--- src/core/fac_regs.vh ---
// Purpose: Constants for the field alarm comparator.
// Assumes: A 10 MHz system clock; field readings in signed micro-units.
// Notes:   Included by every design file of the block.
`ifndef FAC_REGS_VH
`define FAC_REGS_VH

// ==================================================================
// Timing
`define FAC_CLK_HZ        10000000
`define FAC_HOLD_MS       4000
`define FAC_HOLD_CYCLES   (`FAC_HOLD_MS * (`FAC_CLK_HZ / 1000))
`define FAC_BLINK_MS      250
`define FAC_BLINK_CYCLES  (`FAC_BLINK_MS * (`FAC_CLK_HZ / 1000))

// ==================================================================
// Setpoint limit: 350 k-units expressed in micro-units (3.5e11).
`define FAC_SP_LIMIT      40'h51_7DA0_2C00
`define FAC_MANT_MAX      20'h1869F

// ==================================================================
// Multiplier codes.
`define FAC_MULT_MICRO    3'h0
`define FAC_MULT_MILLI    3'h1
`define FAC_MULT_NONE     3'h2
`define FAC_MULT_KILO     3'h3
`define FAC_MULT_MEGA     3'h4

// ==================================================================
// Sort message codes.
`define FAC_SORT_BLANK    2'h0
`define FAC_SORT_LOW      2'h1
`define FAC_SORT_PASS     2'h2
`define FAC_SORT_HIGH     2'h3

// ==================================================================
// Reset values of the settings.
`define FAC_RST_ENABLE    1'b0
`define FAC_RST_MAG       1'b1
`define FAC_RST_INSIDE    1'b0
`define FAC_RST_AUDIBLE   1'b0
`define FAC_RST_SORT      1'b0
`define FAC_RST_LOW_SP    40'h00_1DCD_6500
`define FAC_RST_HIGH_SP   40'h00_D09D_C300

`endif

--- src/core/fac_key_hold.v ---
// Purpose: Classify the alarm key as a short press or a long hold.
// Assumes: Key level arrives from a pin, asynchronous to sys_clk_i.
// Notes:   Short press is reported on release; hold is reported once while held.
`include "fac_regs.vh"

module fac_key_hold #(
  parameter HOLD_CYCLES = `FAC_HOLD_CYCLES
) (
  // Clock and reset.
  input  wire sys_clk_i,
  input  wire reset_i,
  // Key pin.
  input  wire key_i,
  // Classified events.
  output reg  short_o,
  output reg  long_o
);

  // ==================================================================
  // Synchroniser and agreement filter.
  reg        s1_q;
  reg        s2_q;
  reg        s3_q;
  reg        key_q;
  reg        fired_q;
  reg [31:0] cnt_q;

  always @(posedge sys_clk_i) begin
    if (reset_i) begin
      s1_q    <= 1'b0;
      s2_q    <= 1'b0;
      s3_q    <= 1'b0;
      key_q   <= 1'b0;
      fired_q <= 1'b0;
      cnt_q   <= 32'h0;
      short_o <= 1'b0;
      long_o  <= 1'b0;
    end else begin
      s1_q    <= key_i;
      s2_q    <= s1_q;
      s3_q    <= s2_q;
      short_o <= 1'b0;
      long_o  <= 1'b0;
      if (s2_q == s3_q) begin
        key_q <= s3_q;
      end
      if (key_q) begin
        if (!fired_q) begin
          if (cnt_q == HOLD_CYCLES - 1) begin
            long_o  <= 1'b1;
            fired_q <= 1'b1;
          end else begin
            cnt_q <= cnt_q + 32'h1;
          end
        end
      end else begin
        // A release after a hold must not also start the short sequence.
        if (cnt_q != 32'h0 && !fired_q) begin
          short_o <= 1'b1;
        end
        cnt_q   <= 32'h0;
        fired_q <= 1'b0;
      end
    end
  end

endmodule

--- src/core/fac_blink.v ---
// Purpose: Square wave for the annunciator blink.
// Assumes: Single clock domain.
// Notes:   Phase restarts lit whenever the blink is not requested.
`include "fac_regs.vh"

module fac_blink #(
  parameter HALF_CYCLES = `FAC_BLINK_CYCLES
) (
  // Clock and reset.
  input  wire sys_clk_i,
  input  wire reset_i,
  // Control.
  input  wire run_i,
  // Phase out, high means lit.
  output reg  phase_o
);

  // ==================================================================
  // Half-period counter.
  reg [31:0] cnt_q;

  always @(posedge sys_clk_i) begin
    if (reset_i || !run_i) begin
      cnt_q   <= 32'h0;
      phase_o <= 1'b1;
    end else if (cnt_q == HALF_CYCLES - 1) begin
      cnt_q   <= 32'h0;
      phase_o <= ~phase_o;
    end else begin
      cnt_q <= cnt_q + 32'h1;
    end
  end

endmodule

--- src/core/fac_top.v ---
// Purpose: Alarm comparator and front-panel setup sequencer of a field meter.
// Assumes: Keypad strobes except the alarm key come from same-clock logic.
// Notes:   Setpoints and readings are signed integers in micro-units.
`include "fac_regs.vh"

module fac_top #(
  parameter HOLD_CYCLES  = `FAC_HOLD_CYCLES,
  parameter BLINK_CYCLES = `FAC_BLINK_CYCLES,
  parameter SP_LIMIT     = `FAC_SP_LIMIT
) (
  // Clock and reset.
  input  wire               sys_clk_i,
  input  wire               reset_i,
  // Alarm key pin, asynchronous level, high while pressed.
  input  wire               alarm_key_i,
  // Keypad strobes, one cycle each.
  input  wire               enter_i,
  input  wire               escape_i,
  input  wire               up_i,
  input  wire               down_i,
  input  wire               digit_i,
  input  wire [3:0]         digit_val_i,
  input  wire               minus_i,
  // Multipliers allowed by the field units.
  input  wire [2:0]         mult_min_i,
  input  wire [2:0]         mult_max_i,
  // Field reading.
  input  wire               reading_valid_i,
  input  wire signed [39:0] reading_i,
  // Indicators.
  output wire               led_o,
  output wire               beeper_o,
  output reg                alarm_active_o,
  output reg                alarm_low_o,
  output reg                alarm_high_o,
  output reg  [1:0]         sort_msg_o,
  // Settings and setup display.
  output reg                enable_o,
  output reg                magnitude_o,
  output reg                inside_o,
  output reg                audible_o,
  output reg                sort_o,
  output reg  signed [39:0] low_sp_o,
  output reg  signed [39:0] high_sp_o,
  output reg  [3:0]         screen_o,
  output reg                pending_o,
  output reg  [19:0]        entry_mant_o,
  output reg                entry_neg_o,
  output reg  [2:0]         entry_mult_o
);

  // ==================================================================
  // Screens of the setup sequence.
  localparam [3:0] SC_NORMAL  = 4'h0;
  localparam [3:0] SC_ENABLE  = 4'h1;
  localparam [3:0] SC_LO_NUM  = 4'h2;
  localparam [3:0] SC_LO_MULT = 4'h3;
  localparam [3:0] SC_HI_NUM  = 4'h4;
  localparam [3:0] SC_HI_MULT = 4'h5;
  localparam [3:0] SC_MAG     = 4'h6;
  localparam [3:0] SC_BAND    = 4'h7;
  localparam [3:0] SC_AUDIBLE = 4'h8;
  localparam [3:0] SC_SORT    = 4'h9;

  // ==================================================================
  // Helpers.
  function [39:0] mult_scale;
    input [2:0] m;
    begin
      case (m)
        `FAC_MULT_MICRO: mult_scale = 40'h00_0000_0001;
        `FAC_MULT_MILLI: mult_scale = 40'h00_0000_03E8;
        `FAC_MULT_NONE:  mult_scale = 40'h00_000F_4240;
        `FAC_MULT_KILO:  mult_scale = 40'h00_3B9A_CA00;
        `FAC_MULT_MEGA:  mult_scale = 40'hE8_D4A5_1000;
        default:         mult_scale = 40'h00_0000_0001;
      endcase
    end
  endfunction

  function is_select;
    input [3:0] s;
    begin
      is_select = (s == SC_ENABLE) || (s == SC_MAG) || (s == SC_BAND) ||
                  (s == SC_AUDIBLE) || (s == SC_SORT);
    end
  endfunction

  function is_value;
    input [3:0] s;
    begin
      is_value = (s == SC_LO_NUM) || (s == SC_LO_MULT) ||
                 (s == SC_HI_NUM) || (s == SC_HI_MULT);
    end
  endfunction

  // ==================================================================
  // Key classification and blink source.
  // The blink counter runs only while an alarm is active, so each onset starts lit.
  wire key_short;
  wire key_long;
  wire blink_phase;

  fac_key_hold #(
    .HOLD_CYCLES (HOLD_CYCLES)
  ) u_key (
    .sys_clk_i (sys_clk_i),
    .reset_i   (reset_i),
    .key_i     (alarm_key_i),
    .short_o   (key_short),
    .long_o    (key_long)
  );

  fac_blink #(
    .HALF_CYCLES (BLINK_CYCLES)
  ) u_blink (
    .sys_clk_i (sys_clk_i),
    .reset_i   (reset_i),
    .run_i     (alarm_active_o),
    .phase_o   (blink_phase)
  );

  // ==================================================================
  // Entered value, scaled and held within the legal span.
  // The product is kept at full width so that saturation sees true overflow.
  wire [59:0]        prod_w = entry_mant_o * mult_scale(entry_mult_o);
  wire               over_w = prod_w > {20'h0, SP_LIMIT[39:0]};
  wire [39:0]        mag_w  = over_w ? SP_LIMIT[39:0] : prod_w[39:0];
  wire signed [39:0] value_w = entry_neg_o ? -$signed(mag_w) : $signed(mag_w);

  // Clamp the multiplier into the range the field units allow.
  // The first multiplier offered is "none" unless the units forbid it.
  wire [2:0] mult_first = (`FAC_MULT_NONE < mult_min_i) ? mult_min_i :
                          (`FAC_MULT_NONE > mult_max_i) ? mult_max_i : `FAC_MULT_NONE;

  // ==================================================================
  // Setup sequencer.
  // The escape memory is cleared by any other key, so on value screens only two escapes
  // in a row abandon the sequence; a lone escape merely restarts the value.
  reg        esc_once_q;

  always @(posedge sys_clk_i) begin
    if (reset_i) begin
      screen_o     <= SC_NORMAL;
      pending_o    <= 1'b0;
      entry_mant_o <= 20'h0;
      entry_neg_o  <= 1'b0;
      entry_mult_o <= `FAC_MULT_NONE;
      esc_once_q   <= 1'b0;
      enable_o     <= `FAC_RST_ENABLE;
      magnitude_o  <= `FAC_RST_MAG;
      inside_o     <= `FAC_RST_INSIDE;
      audible_o    <= `FAC_RST_AUDIBLE;
      sort_o       <= `FAC_RST_SORT;
      low_sp_o     <= `FAC_RST_LOW_SP;
      high_sp_o    <= `FAC_RST_HIGH_SP;
    end else begin
      if (screen_o == SC_NORMAL) begin
        esc_once_q <= 1'b0;
        if (key_long) begin
          screen_o  <= SC_MAG;
          pending_o <= magnitude_o;
        end else if (key_short) begin
          screen_o  <= SC_ENABLE;
          pending_o <= enable_o;
        end
      end else if (is_select(screen_o)) begin
        if (escape_i) begin
          screen_o <= SC_NORMAL;
        end else if (up_i || down_i) begin
          pending_o <= ~pending_o;
        end else if (enter_i) begin
          case (screen_o)
            SC_ENABLE: begin
              enable_o     <= pending_o;
              screen_o     <= SC_LO_NUM;
              entry_mant_o <= 20'h0;
              entry_neg_o  <= 1'b0;
            end
            SC_MAG: begin
              magnitude_o <= pending_o;
              screen_o    <= SC_BAND;
              pending_o   <= inside_o;
            end
            SC_BAND: begin
              inside_o  <= pending_o;
              screen_o  <= SC_AUDIBLE;
              pending_o <= audible_o;
            end
            SC_AUDIBLE: begin
              audible_o <= pending_o;
              screen_o  <= SC_SORT;
              pending_o <= sort_o;
            end
            default: begin
              sort_o   <= pending_o;
              screen_o <= SC_NORMAL;
            end
          endcase
        end
      end else if (is_value(screen_o)) begin
        if (escape_i) begin
          if (esc_once_q) begin
            screen_o   <= SC_NORMAL;
            esc_once_q <= 1'b0;
          end else begin
            esc_once_q   <= 1'b1;
            entry_mant_o <= 20'h0;
            entry_neg_o  <= 1'b0;
            screen_o     <= (screen_o == SC_LO_NUM || screen_o == SC_LO_MULT) ? SC_LO_NUM : SC_HI_NUM;
          end
        end else if (screen_o == SC_LO_NUM || screen_o == SC_HI_NUM) begin
          if (digit_i) begin
            esc_once_q <= 1'b0;
            // Further digits are dropped once five are held, so the mantissa never overflows its limit.
            if (entry_mant_o <= (`FAC_MANT_MAX - 20'h9) / 20'hA && digit_val_i <= 4'h9) begin
              entry_mant_o <= entry_mant_o * 20'hA + {16'h0, digit_val_i};
            end
          end else if (minus_i) begin
            esc_once_q  <= 1'b0;
            entry_neg_o <= ~entry_neg_o;
          end else if (enter_i) begin
            esc_once_q   <= 1'b0;
            entry_mult_o <= mult_first;
            screen_o     <= (screen_o == SC_LO_NUM) ? SC_LO_MULT : SC_HI_MULT;
          end else if (up_i || down_i) begin
            esc_once_q <= 1'b0;
          end
        end else begin
          if (up_i) begin
            esc_once_q <= 1'b0;
            if (entry_mult_o < mult_max_i) begin
              entry_mult_o <= entry_mult_o + 3'h1;
            end
          end else if (down_i) begin
            esc_once_q <= 1'b0;
            if (entry_mult_o > mult_min_i) begin
              entry_mult_o <= entry_mult_o - 3'h1;
            end
          end else if (enter_i) begin
            esc_once_q <= 1'b0;
            if (screen_o == SC_LO_MULT) begin
              low_sp_o     <= value_w;
              screen_o     <= SC_HI_NUM;
              entry_mant_o <= 20'h0;
              entry_neg_o  <= 1'b0;
            end else begin
              high_sp_o <= value_w;
              screen_o  <= SC_NORMAL;
            end
          end else if (digit_i || minus_i) begin
            esc_once_q <= 1'b0;
          end
        end
      end else begin
        screen_o <= SC_NORMAL;
      end
    end
  end

  // ==================================================================
  // Comparison against the setpoints.
  // Readings are compared every cycle but only registered on a valid strobe,
  // so a setting takes effect from the next reading on, but clearing enable or sort blanks its outputs at once.
  // The most negative reading has no positive twin; in magnitude mode it
  // folds onto itself and compares as a large negative value.
  wire signed [39:0] cmp_w   = (magnitude_o && reading_i < 0) ? -reading_i : reading_i;
  wire               below_w = cmp_w < low_sp_o;
  wire               above_w = cmp_w > high_sp_o;
  wire               hit_w   = inside_o ? (!below_w && !above_w)
                                        : (below_w || above_w);

  always @(posedge sys_clk_i) begin
    if (reset_i) begin
      alarm_active_o <= 1'b0;
      alarm_low_o    <= 1'b0;
      alarm_high_o   <= 1'b0;
      sort_msg_o     <= `FAC_SORT_BLANK;
    end else begin
      if (!enable_o) begin
        alarm_active_o <= 1'b0;
        alarm_low_o    <= 1'b0;
        alarm_high_o   <= 1'b0;
      end else if (reading_valid_i) begin
        alarm_active_o <= hit_w;
        alarm_low_o    <= !inside_o && below_w;
        alarm_high_o   <= !inside_o && above_w;
      end
      // The sort message is a pure display path; it feeds nothing above.
      if (!sort_o) begin
        sort_msg_o <= `FAC_SORT_BLANK;
      end else if (reading_valid_i) begin
        sort_msg_o <= below_w ? `FAC_SORT_LOW : above_w ? `FAC_SORT_HIGH : `FAC_SORT_PASS;
      end
    end
  end

  // ==================================================================
  // Indicators.
  // Both indicators are combinational from registers, so they follow the
  // alarm state without another cycle of delay.
  assign led_o    = enable_o && (!alarm_active_o || blink_phase);
  assign beeper_o = alarm_active_o && audible_o;

endmodule

--- config.mk ---
export PLATFORM = sky130hd
export DESIGN_NAME = fac_top
export DESIGN_NICKNAME = d
export VERILOG_FILES = /design/src/core/fac_key_hold.v /design/src/core/fac_blink.v /design/src/core/fac_top.v
export VERILOG_INCLUDE_DIRS = /design/src /design/src/core
export SDC_FILE = /design/constraint.sdc
export NUM_CORES = 2
export LEC_CHECK = 0
export ABC_CLOCK_PERIOD_IN_PS = 18700
export BUFFER_PORTS_ARGS = -buffer_cell sky130_fd_sc_hd__buf_2
export CAP_MARGIN = 20
export CELL_PAD_IN_SITES_DETAIL_PLACEMENT = 0
export CELL_PAD_IN_SITES_GLOBAL_PLACEMENT = 1
export CORE_MARGIN = 2
export CORE_UTILIZATION = 53
export CTS_CLUSTER_SIZE = 8
export DETAILED_ROUTE_END_ITERATION = 8
export PLACE_DENSITY_LB_ADDON = 0.1
export SLEW_MARGIN = 20
export SYNTH_ARGS = -nofsm -noshare
export SYNTH_HDL_FRONTEND = slang
export SYNTH_SLANG_ARGS = --single-unit
--- constraint.sdc ---
create_clock -name sys_clk_i -period 18.7 [get_ports sys_clk_i]
set_clock_uncertainty 0.1 [all_clocks]
set_input_delay 0 -clock sys_clk_i [delete_from_list [all_inputs] [get_ports sys_clk_i]]
set_output_delay 0 -clock sys_clk_i [all_outputs]
set_load 0.005 [all_outputs]
==> results.json <==
{
  "synth_top_area_share_pct": 28.3,
  "ys_warn_count": 0,
  "post-cts-setup-buffers": 0,
  "cts_sinks": 192,
  "holdWs_ps": 31.0,
  "grt_first_pass_wirelength_um": 167000,
  "synth.distinct_cells": 85,
  "clk_pin_slew_ps": 90,
  "drt_iter0_markers": 2345,
  "critPathLaunch": "entry_mult_o[1]",
  "ys_dominant_reg_cell": "dfxtp_1",
  "h-tree-depth": 4,
  "fill_cells": 6005,
  "end_kind": "flip-flop",
  "numCtsBuffers": 17,
  "hold_class": "in -> reg",
  "synth-edff-count": 0,
  "maxCapViolCount": 0,
  "synthArstFlopShare_pct": 0,
  "relSlewSlack_pct": 19.4,
  "row_count": 93,
  "gr-total-overflow": 0,
  "worst_setup_path_start_kind": "flip-flop",
  "dpl.cell_count": 4980,
  "setup_slack_ps": 4080,
  "post-dp-hpwl_um": 89600,
  "ys_ff_latch": 192,
  "final_util_pct": 57.2,
  "syn2layout_area_growth_pct": 7.44,
  "die_x_um": 258,
  "synthesis.nets": 5014,
  "swShare_pct": 30.6,
  "peakVddDrop_uv": 66.6,
  "io_buffer_count": 180,
  "min_from": "digit_val_i[3]",
  "final-hold-violation-count": 0,
  "route.vias.total": 28707,
  "synth_area_sq_um": 34100,
  "power_density_nw_per_um2": 25.4,
  "crit_top_cell": "fa_1",
  "coreArea_sq_um": 64100,
  "num_antenna_cells": 0,
  "grt_pass1_vias": 28722,
  "syn_area_per_cell_sq_um": 8.41,
  "pin_count": 181,
  "fin_cells": 5033,
  "path_class": "reg -> reg",
  "p_sw_uw": 284,
  "totalWireLength_um": 106000,
  "mostFrequentLayoutCell": "inv_1",
  "place_ws_ps": 4410,
  "initial_core_util_pct": 53.2,
  "critPathArrivalTime_ps": 14940,
  "tns_ps": 0,
  "post_drt_wl_per_cell_um": 21.1,
  "synth_top_cell_by_area": "fa_1",
  "most-common-layout-cells": "inv_1, fa_1, ha_1",
  "outcome": "complete, no violations",
  "cts_tree": "done",
  "cp_max_fo": 15,
  "internal_power_uw": 647,
  "fp.dieArea_sq_um": 66500,
  "seq_power_share_pct": 44.4,
  "root_buffer": "clkbuf_16",
  "maxSlewViolCount": 0,
  "leakage_nw": 18.7,
  "cp.required_ps": 19020,
  "fmax_mhz": 68.4,
  "synth_area_leaders": "fa_1, ha_1, dfxtp_1",
  "cts_buffer_depth": 2,
  "finalSetupViolations": 0,
  "cpMaxStageDelayCell": "nor2_1",
  "combPwrFrac_pct": 11.0,
  "period_share_pct": 78.2,
  "gr-usage-all-layers_pct": 32.5,
  "min_period_ps": 14620,
  "grt_setup_unrepaired": "no",
  "cpPeakStageDelay_ps": 800,
  "r2r-start": "entry_mult_o[1]",
  "ant_nets": 0,
  "grt_start_max_net_pins": 62,
  "layout.nets": 5121,
  "die_h_um": 258,
  "post-route-drc-count": 0,
  "synth_cells": 4058,
  "gp_congestion": 1.01,
  "firstDrtPassIters": 5,
  "antenna_found_initial": 1,
  "viasPerCell": 5.70,
  "synth_sequential_area_ratio_pct": 11.3,
  "clock_latency_ps": 500,
  "final_layout_size_suffix_gt1_share_pct": 6.85,
  "p_clk_share_pct": 44.6,
  "worst_pin_slew_ps": 1180
}
[worst paths after layout]
kind | endpoint | slack [ps] | depth (start not counted)
worst max-delay path | low_sp_o[38] | 4080 | 40
worst min-delay path | entry_mant_o[3] | 30 | 6
worst max register to register | low_sp_o[38] | 4080 | 40
worst min register to register | u_key.key_q | 360 | 2
[critical path: cells and delay by family, from the launching register on]
family	cells	cell delay [ps]
flip-flops	1	540
AND/OR/NAND/NOR	16	5970
buffers and inverters	5	270
adder cells (fa/ha/maj)	10	4690
AO/OA/AOI/OAI	8	2250
XOR/XNOR	1	700
[layer usage]
metal,up-vias,part of all wire (%),GRT usage (%)
met4,0,2.0,7.35
met3,125,8.5,7.58
met2,1019,45,51.6
met5,-,0,0
li1,13607,-,-
met1,13956,45,45.2
[state kept, by name, indices dropped and copies added (netlist names), 2 cells and up]
register / cells
u_key.cnt_q: 32
screen_o: 4
entry_mult_o: 3
high_sp_o: 40
low_sp_o: 40
u_blink.cnt_q: 32
entry_mant_o: 20
sort_msg_o: 2
[cells in the mapped netlist, drive strengths merged, types with 19 or more instances]
cell type  instances
a211oi            41
a21o              57
a21oi            199
a31oi             39
and2              88
and3              54
buf               19
clkbuf           130
dfxtp            192
fa               482
ha               414
inv              776
mux2i             24
nand2            325
nand3             87
nand4             67
nor2             263
nor2b             27
nor3              84
nor4              53
o211ai            21
o21ai            144
or3               37
xnor2             93
xor2              85
[power groups by stage]
stage               clock network (mW)  logic (mW)  registers, mW
floorplan                            0      0.0701          0.420
global placement                     0      0.0977          0.423
detailed placement                   0      0.0979          0.423
CTS                              0.425       0.102          0.414
global route                     0.436       0.115          0.414
finish                           0.415       0.102          0.414
[what timing repair did]
| action | in CTS | in global routing |
|---|---|---|
| hold buffers | 21 | 0 |
| hold endpoints to repair | 40 | 0 |
| resized for setup | 0 | 0 |
[final cells by class]
| cell class | instances | area (sq um) | share of cell area (%) |
|---|---|---|---|
| timing repair buffer | 237 | 1390 | 3.79 |
| sequential | 192 | 3840 | 10.5 |
| tap | 855 | 1070 | 2.92 |
| multi-input combinational | 2939 | 26800 | 73.0 |
| inverter | 778 | 2920 | 7.96 |
| clock inverter | 15 | 241 | 0.658 |
| clock buffer | 17 | 425 | 1.16 |
[kinds of logic (layout without fill, tap and decap cells)]
logic type	after synthesis	after routing	synth area share, %
XOR/XNOR	178	178	4.57
AND/OR/NAND/NOR	1171	1171	17.1
buffers and inverters	927	1047	10.3
multiplexers	27	27	0.803
flip-flops	192	192	11.3
AO/OA/AOI/OAI	667	667	12.5
adder cells (fa/ha/maj)	896	896	43.4
[per-stage QoR]
step | total power [mW] | cell area, sq um
3_5_place_dp | 0.521 | 35800
3_3_place_gp | 0.521 | 35800
6_report | 0.931 | 36700
2_1_floorplan | 0.490 | 34100
4_1_cts | 0.940 | 36700
5_1_grt | 0.965 | 36700
Power figures use the tool's default switching activity.
